### src/clock_output_pin_pkg.sv
// Contract
// - The bus-stop clock-off delay is used only while the delayed clock-off enable bit is one.
// - The clock-off delay is 1.4 ms when the delay select bit is zero (default) and 75 ms when one.
// - The interrupt-delay enable bit (default zero, no delay) holds interrupts back 1/256 to 3/512 s after clock-on.
// - The interrupt delay applies only when the clock is not directly enabled, and only to clock-masked sources.
// - The event-input clock mask bit, default zero, selects the event-input interrupt as a clock-on source.
// - The alarm clock mask bit at position 4, default zero, selects the alarm interrupt as a clock-on source.
// - The countdown clock mask bit, default zero, selects the countdown timer interrupt as a clock-on source.
// - The update clock mask bit, default zero, selects the periodic update interrupt as a clock-on source.
package clock_output_pin_pkg;

  localparam int CLK_PERIOD_NS = 20;
  localparam int OFF_SHORT_NS  = 1400000;
  localparam int OFF_LONG_NS   = 75000000;
  localparam int IRQ_DELAY_NS  = 3906250;
  localparam int OFF_SHORT_CYC = OFF_SHORT_NS / CLK_PERIOD_NS;
  localparam int OFF_LONG_CYC  = OFF_LONG_NS / CLK_PERIOD_NS;
  localparam int IRQ_DELAY_CYC = (IRQ_DELAY_NS + CLK_PERIOD_NS - 1) /
                                 CLK_PERIOD_NS;
  localparam int TMR_W         = 22;

  localparam logic [4:0] OFS_CLKMASK = 5'h00;
  localparam logic [4:0] OFS_CTRL    = 5'h04;
  localparam logic [4:0] OFS_STATUS  = 5'h08;
  localparam logic [4:0] OFS_IRQMASK = 5'h0c;
  localparam logic [4:0] OFS_STATE   = 5'h10;

  localparam int MASK_EVT_BIT = 5;
  localparam int MASK_ALM_BIT = 4;
  localparam int MASK_CNT_BIT = 3;
  localparam int MASK_UPD_BIT = 2;

  localparam int CTRL_OFFDLY_EN_BIT  = 0;
  localparam int CTRL_OFFDLY_SEL_BIT = 1;
  localparam int CTRL_IRQDLY_EN_BIT  = 2;
  localparam int CTRL_NOT_DIRECT_BIT = 3;

  localparam int ST_CLK_ON_BIT  = 0;
  localparam int ST_CLK_OFF_BIT = 1;
  localparam int ST_INT_BIT     = 2;
  localparam int NUM_EVENTS     = 3;

  localparam logic [7:0] CLKMASK_RST = 8'h00;
  localparam logic [3:0] CTRL_RST    = 4'h0;
  localparam logic [2:0] IRQMASK_RST = 3'h0;

endpackage

### src/delay_timer_if.sv
`timescale 1ns/100ps
interface delay_timer_if #(parameter int W = 22);
  logic         start;
  logic [W-1:0] load;
  logic         busy;
  modport ctrl (output start, output load, input busy);
  modport tmr  (input start, input load, output busy);
endinterface

### src/delay_timer.sv
`timescale 1ns/100ps
module delay_timer #(
  parameter int W = 22
) (
  input  wire logic   clk_in,   // System clock.
  input  wire logic   rst_n_in, // Synchronised reset, active low.
  delay_timer_if.tmr  t_if      // Start, load and busy.
);
  logic [W-1:0] count_r;

  // A start restarts the count even while one is running.
  always_ff @(posedge clk_in or negedge rst_n_in) begin
    if (!rst_n_in) begin
      count_r <= '0;
    end else if (t_if.start) begin
      count_r <= t_if.load;
    end else if (count_r != '0) begin
      count_r <= count_r - 1'b1;
    end
  end

  assign t_if.busy = (count_r != '0);
endmodule

### src/irq_status.sv
`timescale 1ns/100ps
module irq_status #(
  parameter int N = 3
) (
  input  wire logic         clk_in,    // System clock.
  input  wire logic         rst_n_in,  // Synchronised reset, active low.
  input  wire logic [N-1:0] event_in,  // One-cycle event pulses.
  input  wire logic [N-1:0] mask_in,   // Interrupt enables.
  input  wire logic         clear_in,  // Status read in its stall cycle.
  output logic      [N-1:0] status_out,// Sticky status bits.
  output logic              irq_out    // Level interrupt.
);
  // An event in the clearing cycle survives: set wins over clear.
  always_ff @(posedge clk_in or negedge rst_n_in) begin
    if (!rst_n_in) begin
      status_out <= '0;
    end else begin
      status_out <= (status_out & ~{N{clear_in}}) | event_in;
    end
  end

  always_ff @(posedge clk_in or negedge rst_n_in) begin
    if (!rst_n_in) begin
      irq_out <= 1'b0;
    end else begin
      irq_out <= |(status_out & mask_in);
    end
  end
endmodule

### src/clock_output_pin_ctrl.sv
`timescale 1ns/100ps
module clock_output_pin_ctrl #(
  parameter int OFF_SHORT_CYC = clock_output_pin_pkg::OFF_SHORT_CYC,
  parameter int OFF_LONG_CYC  = clock_output_pin_pkg::OFF_LONG_CYC,
  parameter int IRQ_DELAY_CYC = clock_output_pin_pkg::IRQ_DELAY_CYC,
  parameter int TMR_W         = clock_output_pin_pkg::TMR_W
) (
  input  wire logic        clk_sys_in,              // 50 MHz clock.
  input  wire logic        rst_n_in,                // Async reset, low.
  input  wire logic [4:0]  avs_address_in,          // Byte address.
  input  wire logic        avs_read_in,             // Read request.
  input  wire logic        avs_write_in,            // Write request.
  input  wire logic [31:0] avs_writedata_in,        // Write data.
  input  wire logic [3:0]  avs_byteenable_in,       // Byte lanes.
  output logic      [31:0] avs_readdata_out,        // Read data.
  output logic             avs_waitrequest_out,     // Slave stall.
  input  wire logic        event_input_irq_signal_in, // Event irq.
  input  wire logic        alarm_irq_signal_in,     // Alarm irq.
  input  wire logic        countdown_irq_signal_in, // Countdown irq.
  input  wire logic        update_irq_signal_in,    // Update irq.
  input  wire logic        bus_stop_in,             // Bus stop pulse.
  input  wire logic        clock_source_in,         // Clock to gate.
  output logic             clock_output_pin_out,    // Gated clock.
  output logic             int_pin_out,             // Device interrupt.
  output logic             irq_out                  // Block interrupt.
);

  typedef enum logic [2:0] {
    CK_OFF  = 3'h1,
    CK_ON   = 3'h2,
    CK_HOLD = 3'h4
  } clk_state_type;

  logic               rst_meta_r;
  logic               rst_sync_r;
  logic               rst_n;
  logic               ack_r;
  logic               access;
  logic               accept;
  logic               wr_en;
  logic               rd_status;
  logic [31:0]        rd_nxt;
  logic [7:0]         clkmask_r;
  logic [3:0]         ctrl_r;
  logic [2:0]         irqmask_r;
  logic [3:0]         src;
  logic [3:0]         clk_mask_vec;
  logic [3:0]         sel;
  logic               any_sel;
  logic               direct_on;
  logic               need_on;
  logic               hold_start;
  logic               hold_run;
  logic               irq_dly_apply;
  clk_state_type      state_r;
  clk_state_type      state_nxt;
  logic               clk_on;
  logic               clk_on_nxt;
  logic               turn_on;
  logic               turn_off;
  logic               delay_ok_r;
  logic               int_nxt;
  logic               int_rise;
  logic [2:0]         events;
  logic [2:0]         status;

  delay_timer_if #(.W(TMR_W)) hold_if ();
  delay_timer_if #(.W(TMR_W)) idly_if ();

  // Reset is asserted at once but released only after two edges.
  always_ff @(posedge clk_sys_in or negedge rst_n_in) begin
    if (!rst_n_in) begin
      rst_meta_r <= 1'b0;
      rst_sync_r <= 1'b0;
    end else begin
      rst_meta_r <= 1'b1;
      rst_sync_r <= rst_meta_r;
    end
  end

  assign rst_n = rst_sync_r;

  // Every access stalls exactly one cycle so read data can settle.
  assign access              = avs_read_in | avs_write_in;
  assign avs_waitrequest_out = access & ~ack_r;
  assign accept              = access & ack_r;
  assign wr_en     = avs_write_in & accept & avs_byteenable_in[0];
  // Status clears at the stall edge, where the reported copy is taken,
  // so an event landing on that same edge is kept for the next read.
  assign rd_status = avs_read_in & ~ack_r &
                     (avs_address_in == clock_output_pin_pkg::OFS_STATUS);

  always_ff @(posedge clk_sys_in or negedge rst_n) begin
    if (!rst_n) begin
      ack_r <= 1'b0;
    end else begin
      ack_r <= access & ~ack_r;
    end
  end

  always_ff @(posedge clk_sys_in or negedge rst_n) begin
    if (!rst_n) begin
      clkmask_r <= clock_output_pin_pkg::CLKMASK_RST;
    end else if (wr_en &&
                 avs_address_in == clock_output_pin_pkg::OFS_CLKMASK) begin
      clkmask_r <= avs_writedata_in[7:0];
    end
  end

  always_ff @(posedge clk_sys_in or negedge rst_n) begin
    if (!rst_n) begin
      ctrl_r <= clock_output_pin_pkg::CTRL_RST;
    end else if (wr_en && avs_address_in == clock_output_pin_pkg::OFS_CTRL) begin
      ctrl_r <= avs_writedata_in[3:0];
    end
  end

  always_ff @(posedge clk_sys_in or negedge rst_n) begin
    if (!rst_n) begin
      irqmask_r <= clock_output_pin_pkg::IRQMASK_RST;
    end else if (wr_en &&
                 avs_address_in == clock_output_pin_pkg::OFS_IRQMASK) begin
      irqmask_r <= avs_writedata_in[2:0];
    end
  end

  // Unmapped addresses read as zero; writes to them are dropped.
  always_comb begin
    rd_nxt = 32'h0000_0000;
    case (avs_address_in)
      clock_output_pin_pkg::OFS_CLKMASK: rd_nxt[7:0] = clkmask_r;
      clock_output_pin_pkg::OFS_CTRL:    rd_nxt[3:0] = ctrl_r;
      clock_output_pin_pkg::OFS_STATUS:  rd_nxt[2:0] = status;
      clock_output_pin_pkg::OFS_IRQMASK: rd_nxt[2:0] = irqmask_r;
      clock_output_pin_pkg::OFS_STATE: begin
        rd_nxt[0]   = clk_on;
        rd_nxt[1]   = hold_if.busy;
        rd_nxt[2]   = idly_if.busy;
        rd_nxt[3]   = int_pin_out;
        rd_nxt[7:4] = src;
      end
      default: rd_nxt = 32'h0000_0000;
    endcase
  end

  // Captured in the stall cycle, so it stands at the accepting edge.
  always_ff @(posedge clk_sys_in or negedge rst_n) begin
    if (!rst_n) begin
      avs_readdata_out <= 32'h0000_0000;
    end else if (avs_read_in && !ack_r) begin
      avs_readdata_out <= rd_nxt;
    end
  end

  assign src = {event_input_irq_signal_in, alarm_irq_signal_in,
                countdown_irq_signal_in, update_irq_signal_in};

  assign clk_mask_vec[3] = clkmask_r[clock_output_pin_pkg::MASK_EVT_BIT];
  assign clk_mask_vec[2] = clkmask_r[clock_output_pin_pkg::MASK_ALM_BIT];
  assign clk_mask_vec[1] = clkmask_r[clock_output_pin_pkg::MASK_CNT_BIT];
  assign clk_mask_vec[0] = clkmask_r[clock_output_pin_pkg::MASK_UPD_BIT];

  assign sel     = src & clk_mask_vec;
  assign any_sel = |sel;

  // With the not-direct bit clear the clock simply runs all the time.
  assign direct_on = ~ctrl_r[clock_output_pin_pkg::CTRL_NOT_DIRECT_BIT];
  assign need_on   = direct_on | any_sel;

  // A stop only arms the hold while the delayed clock-off is enabled.
  assign hold_start = bus_stop_in &
                      ctrl_r[clock_output_pin_pkg::CTRL_OFFDLY_EN_BIT];

  // Clearing the enable mid-hold lets the clock stop without waiting.
  assign hold_run = hold_if.busy &
                    ctrl_r[clock_output_pin_pkg::CTRL_OFFDLY_EN_BIT];

  assign hold_if.start = hold_start;
  assign hold_if.load  = ctrl_r[clock_output_pin_pkg::CTRL_OFFDLY_SEL_BIT] ?
                         TMR_W'(OFF_LONG_CYC) :
                         TMR_W'(OFF_SHORT_CYC);

  delay_timer #(.W(TMR_W)) u_hold_timer (
    .clk_in   (clk_sys_in),
    .rst_n_in (rst_n),
    .t_if     (hold_if.tmr)
  );

  always_comb begin
    state_nxt = state_r;
    case (state_r)
      CK_OFF: begin
        if (need_on) begin
          state_nxt = CK_ON;
        end else if (hold_start) begin
          state_nxt = CK_HOLD;
        end
      end
      CK_ON: begin
        if (!need_on) begin
          state_nxt = (hold_run || hold_start) ? CK_HOLD : CK_OFF;
        end
      end
      CK_HOLD: begin
        if (need_on) begin
          state_nxt = CK_ON;
        end else if (!hold_run && !hold_start) begin
          state_nxt = CK_OFF;
        end
      end
      default: state_nxt = CK_OFF;
    endcase
  end

  always_ff @(posedge clk_sys_in or negedge rst_n) begin
    if (!rst_n) begin
      state_r <= CK_OFF;
    end else begin
      state_r <= state_nxt;
    end
  end

  assign clk_on     = (state_r != CK_OFF);
  assign clk_on_nxt = (state_nxt != CK_OFF);
  assign turn_on    = clk_on_nxt & ~clk_on;
  assign turn_off   = clk_on & ~clk_on_nxt;

  // The source is resampled, so the pin tops out at half the clock.
  always_ff @(posedge clk_sys_in or negedge rst_n) begin
    if (!rst_n) begin
      clock_output_pin_out <= 1'b0;
    end else begin
      clock_output_pin_out <= clk_on & clock_source_in;
    end
  end

  assign irq_dly_apply = ctrl_r[clock_output_pin_pkg::CTRL_IRQDLY_EN_BIT] &
                         ctrl_r[clock_output_pin_pkg::CTRL_NOT_DIRECT_BIT];

  // The lower bound of the window is used so the pin is never late.
  assign idly_if.start = turn_on;
  assign idly_if.load  = TMR_W'(IRQ_DELAY_CYC);

  delay_timer #(.W(TMR_W)) u_irq_timer (
    .clk_in   (clk_sys_in),
    .rst_n_in (rst_n),
    .t_if     (idly_if.tmr)
  );

  always_ff @(posedge clk_sys_in or negedge rst_n) begin
    if (!rst_n) begin
      delay_ok_r <= 1'b0;
    end else begin
      delay_ok_r <= clk_on & ~idly_if.busy & ~turn_on;
    end
  end

  // Only clock-masked sources wait; the others pass straight on.
  assign int_nxt = (|(src & ~clk_mask_vec)) |
                   (any_sel & (~irq_dly_apply | delay_ok_r));

  always_ff @(posedge clk_sys_in or negedge rst_n) begin
    if (!rst_n) begin
      int_pin_out <= 1'b0;
    end else begin
      int_pin_out <= int_nxt;
    end
  end

  assign int_rise = int_nxt & ~int_pin_out;

  assign events[clock_output_pin_pkg::ST_CLK_ON_BIT]  = turn_on;
  assign events[clock_output_pin_pkg::ST_CLK_OFF_BIT] = turn_off;
  assign events[clock_output_pin_pkg::ST_INT_BIT]     = int_rise;

  irq_status #(.N(clock_output_pin_pkg::NUM_EVENTS)) u_irq_status (
    .clk_in     (clk_sys_in),
    .rst_n_in   (rst_n),
    .event_in   (events),
    .mask_in    (irqmask_r),
    .clear_in   (rd_status),
    .status_out (status),
    .irq_out    (irq_out)
  );

endmodule

### config.mk
export PLATFORM = sky130hd
export DESIGN_NAME = clock_output_pin_ctrl
export DESIGN_NICKNAME = d
export VERILOG_FILES = /design/src/clock_output_pin_pkg.sv /design/src/delay_timer_if.sv /design/src/delay_timer.sv /design/src/irq_status.sv /design/src/clock_output_pin_ctrl.sv
export SDC_FILE = /design/constraint.sdc
export NUM_CORES = 1
export LEC_CHECK = 0
export BUFFER_PORTS_ARGS = -buffer_cell sky130_fd_sc_hd__buf_2
export CAP_MARGIN = 0
export CORE_ASPECT_RATIO = 1.4
export CORE_MARGIN = 5
export CORE_UTILIZATION = 27
export CTS_BUF_LIST = sky130_fd_sc_hd__clkbuf_4
export DETAILED_ROUTE_END_ITERATION = 8
export HOLD_SLACK_MARGIN = 0.12
export SLEW_MARGIN = 20
export SYNTH_ARGS = -nofsm -noshare
export SYNTH_HDL_FRONTEND = slang
export SYNTH_SLANG_ARGS = --single-unit
export TNS_END_PERCENT = 5
### constraint.sdc
create_clock -name clk_sys_in -period 3.9 [get_ports clk_sys_in]
set_input_delay 0.585 -clock clk_sys_in [delete_from_list [all_inputs] [get_ports clk_sys_in]]
set_output_delay 0.585 -clock clk_sys_in [all_outputs]
set_load 0.01 [all_outputs]
==> impl_metrics.json <==
{
  "status": "finished clean",
  "gp_congestion": 0.838,
  "synth.top_cells.by_count": "79 x dfrtp_1, 34 x a21oi_1, 31 x nor2_1",
  "synth.top_cell.area_share": 0.440,
  "synth_area_leaders": "dfrtp_1 44%, mux2i_1 4.9%, buf_4 4.0%",
  "r2r_setup_slack_ns": 1.19,
  "switching_share": 0.359,
  "comb_power_share": 0.283,
  "p_per_area_nw_per_um2": 483,
  "grt_max_degree": 79,
  "ys_seq_area_frac": 0.446,
  "wl_um": 10700,
  "start_kind": "register",
  "dp_cells": 680,
  "core_um2": 16200,
  "ir_worst_vdd_uv": 180,
  "grt_pass1_wl_um": 17500,
  "p_clk_frac": 0.229,
  "p_sw_w": 0.000861,
  "hold-worst-slack_ns": 0.268,
  "cts_root_buffer": "clkbuf_4",
  "die-area_um2": 19300,
  "end_kind": "register",
  "first_iter_violations": 195,
  "die_y_um": 163,
  "synthCells": 464,
  "start_util": 0.276,
  "wl_per_cell_um": 15.2,
  "fp.dieW_um": 119,
  "routed_via_density": 5.20,
  "fin_crit_sh": 0.696,
  "clock_latency_ns": 0.44,
  "cts_buffers": 9,
  "tns_ns": 0,
  "clk_pin_slew_ns": 0.14,
  "dpl_cell_area_um2": 4770,
  "grt_pass1_vias": 3522,
  "antenna_found_initial": 1,
  "nFillCells": 1722,
  "drive_above_1_share": 0.166,
  "cts_buffer_depth": 2,
  "htreeDepth": 3,
  "ys.flop_type": "dfrtp_1",
  "power_frac_seq": 0.488,
  "cp.arrival_ns": 3.08,
  "final_util": 0.306,
  "route.vias.total": 3636,
  "fin_skew_ns": 0.0223,
  "slew-limit-headroom": 0.362,
  "drc": 0,
  "crit_fanout": 17,
  "yosys_warnings": 0,
  "area_growth_pct": 10.7,
  "hp-class": "reg2async",
  "hold_viol": 0,
  "drv_cap": 0,
  "worst_pin_slew_ns": 0.953,
  "std_cell_rows": 55,
  "fin_area_um2": 4970,
  "finalNetCount": 547,
  "cts_tree": "built",
  "worst-setup-path-type": "reg2reg",
  "p_int_w": 0.00154,
  "required_ns": 4.26,
  "top_level_ports": 87,
  "synth_top_area_cell": "dfrtp_1",
  "async_flop_share": 1.00,
  "syn_area_per_cell_um2": 9.67,
  "ant_nets": 0,
  "period_minus_slack_ns": 2.71,
  "port_buffers": 35,
  "grt.total_usage": 0.111,
  "p_leak_nw": 2.01,
  "setup_violations": 0,
  "dr.pass1.iters": 4,
  "syn_area_um2": 4490,
  "cts_sinks": 80,
  "rsz0062_at_grt": "false",
  "grt_overflow": 0,
  "synth_cell_types": 58,
  "post_cts_buffers": 0,
  "synth.most_common_cell": "dfrtp_1",
  "fmax_mhz": 368,
  "synth-edff-count": 0,
  "fin_cells": 699,
  "post-dp-hpwl_um": 7770,
  "ys_ff_latch": 80,
  "final_max_slew_viol_count": 0
}
-- cell families (layout without fill, tap and decap cells) --
| logic type | Yosys count | count (layout) | synth area share |
|---|---|---|---|
| buffers and inverters | 54 | 66 | 0.0672 |
| AND/OR/NAND/NOR | 172 | 172 | 0.216 |
| other | 2 | 26 | 0.00167 |
| flip-flops | 80 | 80 | 0.446 |
| AO/OA/AOI/OAI | 112 | 112 | 0.161 |
| multiplexers | 39 | 39 | 0.0967 |
| XOR/XNOR | 3 | 3 | 0.00586 |
| adder cells (fa/ha/maj) | 2 | 2 | 0.00557 |
-- worst max-delay path: stages, from the launching register on --
cell	delay, ns
dfrtp_1	0.48
nor4_2	0.61
nand4_1	0.71
or4b_1	0.69
a21oi_1	0.15
-- registers in the layout, summed over array words and instances, names as in the netlist, 3 cells and up --
register and flops:
u_irq_timer.count_r 22, ctrl_r 4, u_irq_status.status_out 3, irqmask_r 3, avs_readdata_out 8, clkmask_r 8
u_hold_timer.count_r 22, state_r 3
-- layer usage --
| layer | global-route usage | share of wire | up-vias | wire length (um) |
|---|---|---|---|---|
| li1 | - | - | 1748 | - |
| met1 | 0.121 | 0.40 | 1782 | 4270 |
| met2 | 0.207 | 0.55 | 93 | 5840 |
| met3 | 0.0198 | 0.035 | 13 | 373 |
| met4 | 0.0490 | 0.017 | 0 | 176 |
| met5 | 0 | 0 | - | 0 |
-- stage by stage --
| stage | power, W | setup slack [ns] |
|---|---|---|
| 2_1_floorplan | 0.00166 | 1.51 |
| 3_5_place_dp | 0.00186 | 1.22 |
| 5_1_grt | 0.00257 | 0.929 |
| 3_3_place_gp | 0.00182 | 1.25 |
| 6_report | 0.00240 | 1.19 |
| 4_1_cts | 0.00242 | 1.19 |
-- area by class of cell --
| type | count | area [um2] | area share |
|---|---|---|---|
| clock buffers | 9 | 67.6 | 0.0136 |
| well taps | 199 | 249 | 0.0501 |
| multi-input cells | 353 | 2270 | 0.458 |
| flip-flops and latches | 80 | 2010 | 0.404 |
| inverters | 8 | 30.0 | 0.00605 |
| diodes | 1 | 2.50 | 0.000504 |
| clock inverters | 7 | 86.3 | 0.0174 |
| repair buffers | 42 | 250 | 0.0504 |
-- power groups by stage --
stage	registers (W)	clock network, W	logic, W
CTS	0.00118	0.000571	0.000670
global route	0.00120	0.000606	0.000764
detailed placement	0.00119	0	0.000669
global placement	0.00118	0	0.000642
finish	0.00117	0.000549	0.000678
floorplan	0.00115	0	0.000510
-- layout by cell type, fill, tap and decap left out, types with 3 or more instances in the layout --
| cell type | count |
|---|---|
| and4_1 | 4 |
| mux2_2 | 15 |
| mux2i_1 | 22 |
| nand4_1 | 7 |
| o211ai_1 | 4 |
| or2_2 | 3 |
| buf_2 | 35 |
| inv_1 | 8 |
| o21ai_0 | 25 |
| or4_1 | 13 |
| and3_1 | 4 |
| a21oi_1 | 34 |
| nor3_1 | 16 |
| nor4_1 | 12 |
| or3_1 | 10 |
| nor2_1 | 31 |
| nand2b_1 | 8 |
| a31oi_1 | 3 |
| a21boi_0 | 7 |
| nand4b_1 | 5 |
| clkbuf_4 | 9 |
| a2111oi_0 | 3 |
| conb_1 | 25 |
| nand3_1 | 12 |
| o31ai_1 | 10 |
| and2_1 | 4 |
| nor2b_1 | 10 |
| nand2_1 | 25 |
| dfrtp_1 | 78 |
| a211oi_1 | 6 |
| buf_4 | 5 |
-- final timing paths --
check / cells past startpoint / end / startpoint
setup reg to reg: 4 / u_hold_timer.count_r[18] / u_hold_timer.count_r[4]
max in group asynchronous: 1 / state_r[0] / rst_n
hold / removal: 0 / u_irq_timer.count_r[10] / rst_n
hold reg to reg: 0 / u_irq_timer.count_r[10] / rst_n
setup / recovery: 4 / u_hold_timer.count_r[18] / u_hold_timer.count_r[4]
min in group clk_sys_in: 2 / clock_output_pin_out / clock_source_in
-- repair_timing --
action,CTS,global route
hold endpoints to repair,2,0
resized for setup,0,0
endpoints found under the setup margin,0,0
hold buffers,1,0
No activity file was read; power rests on OpenSTA's default activity.
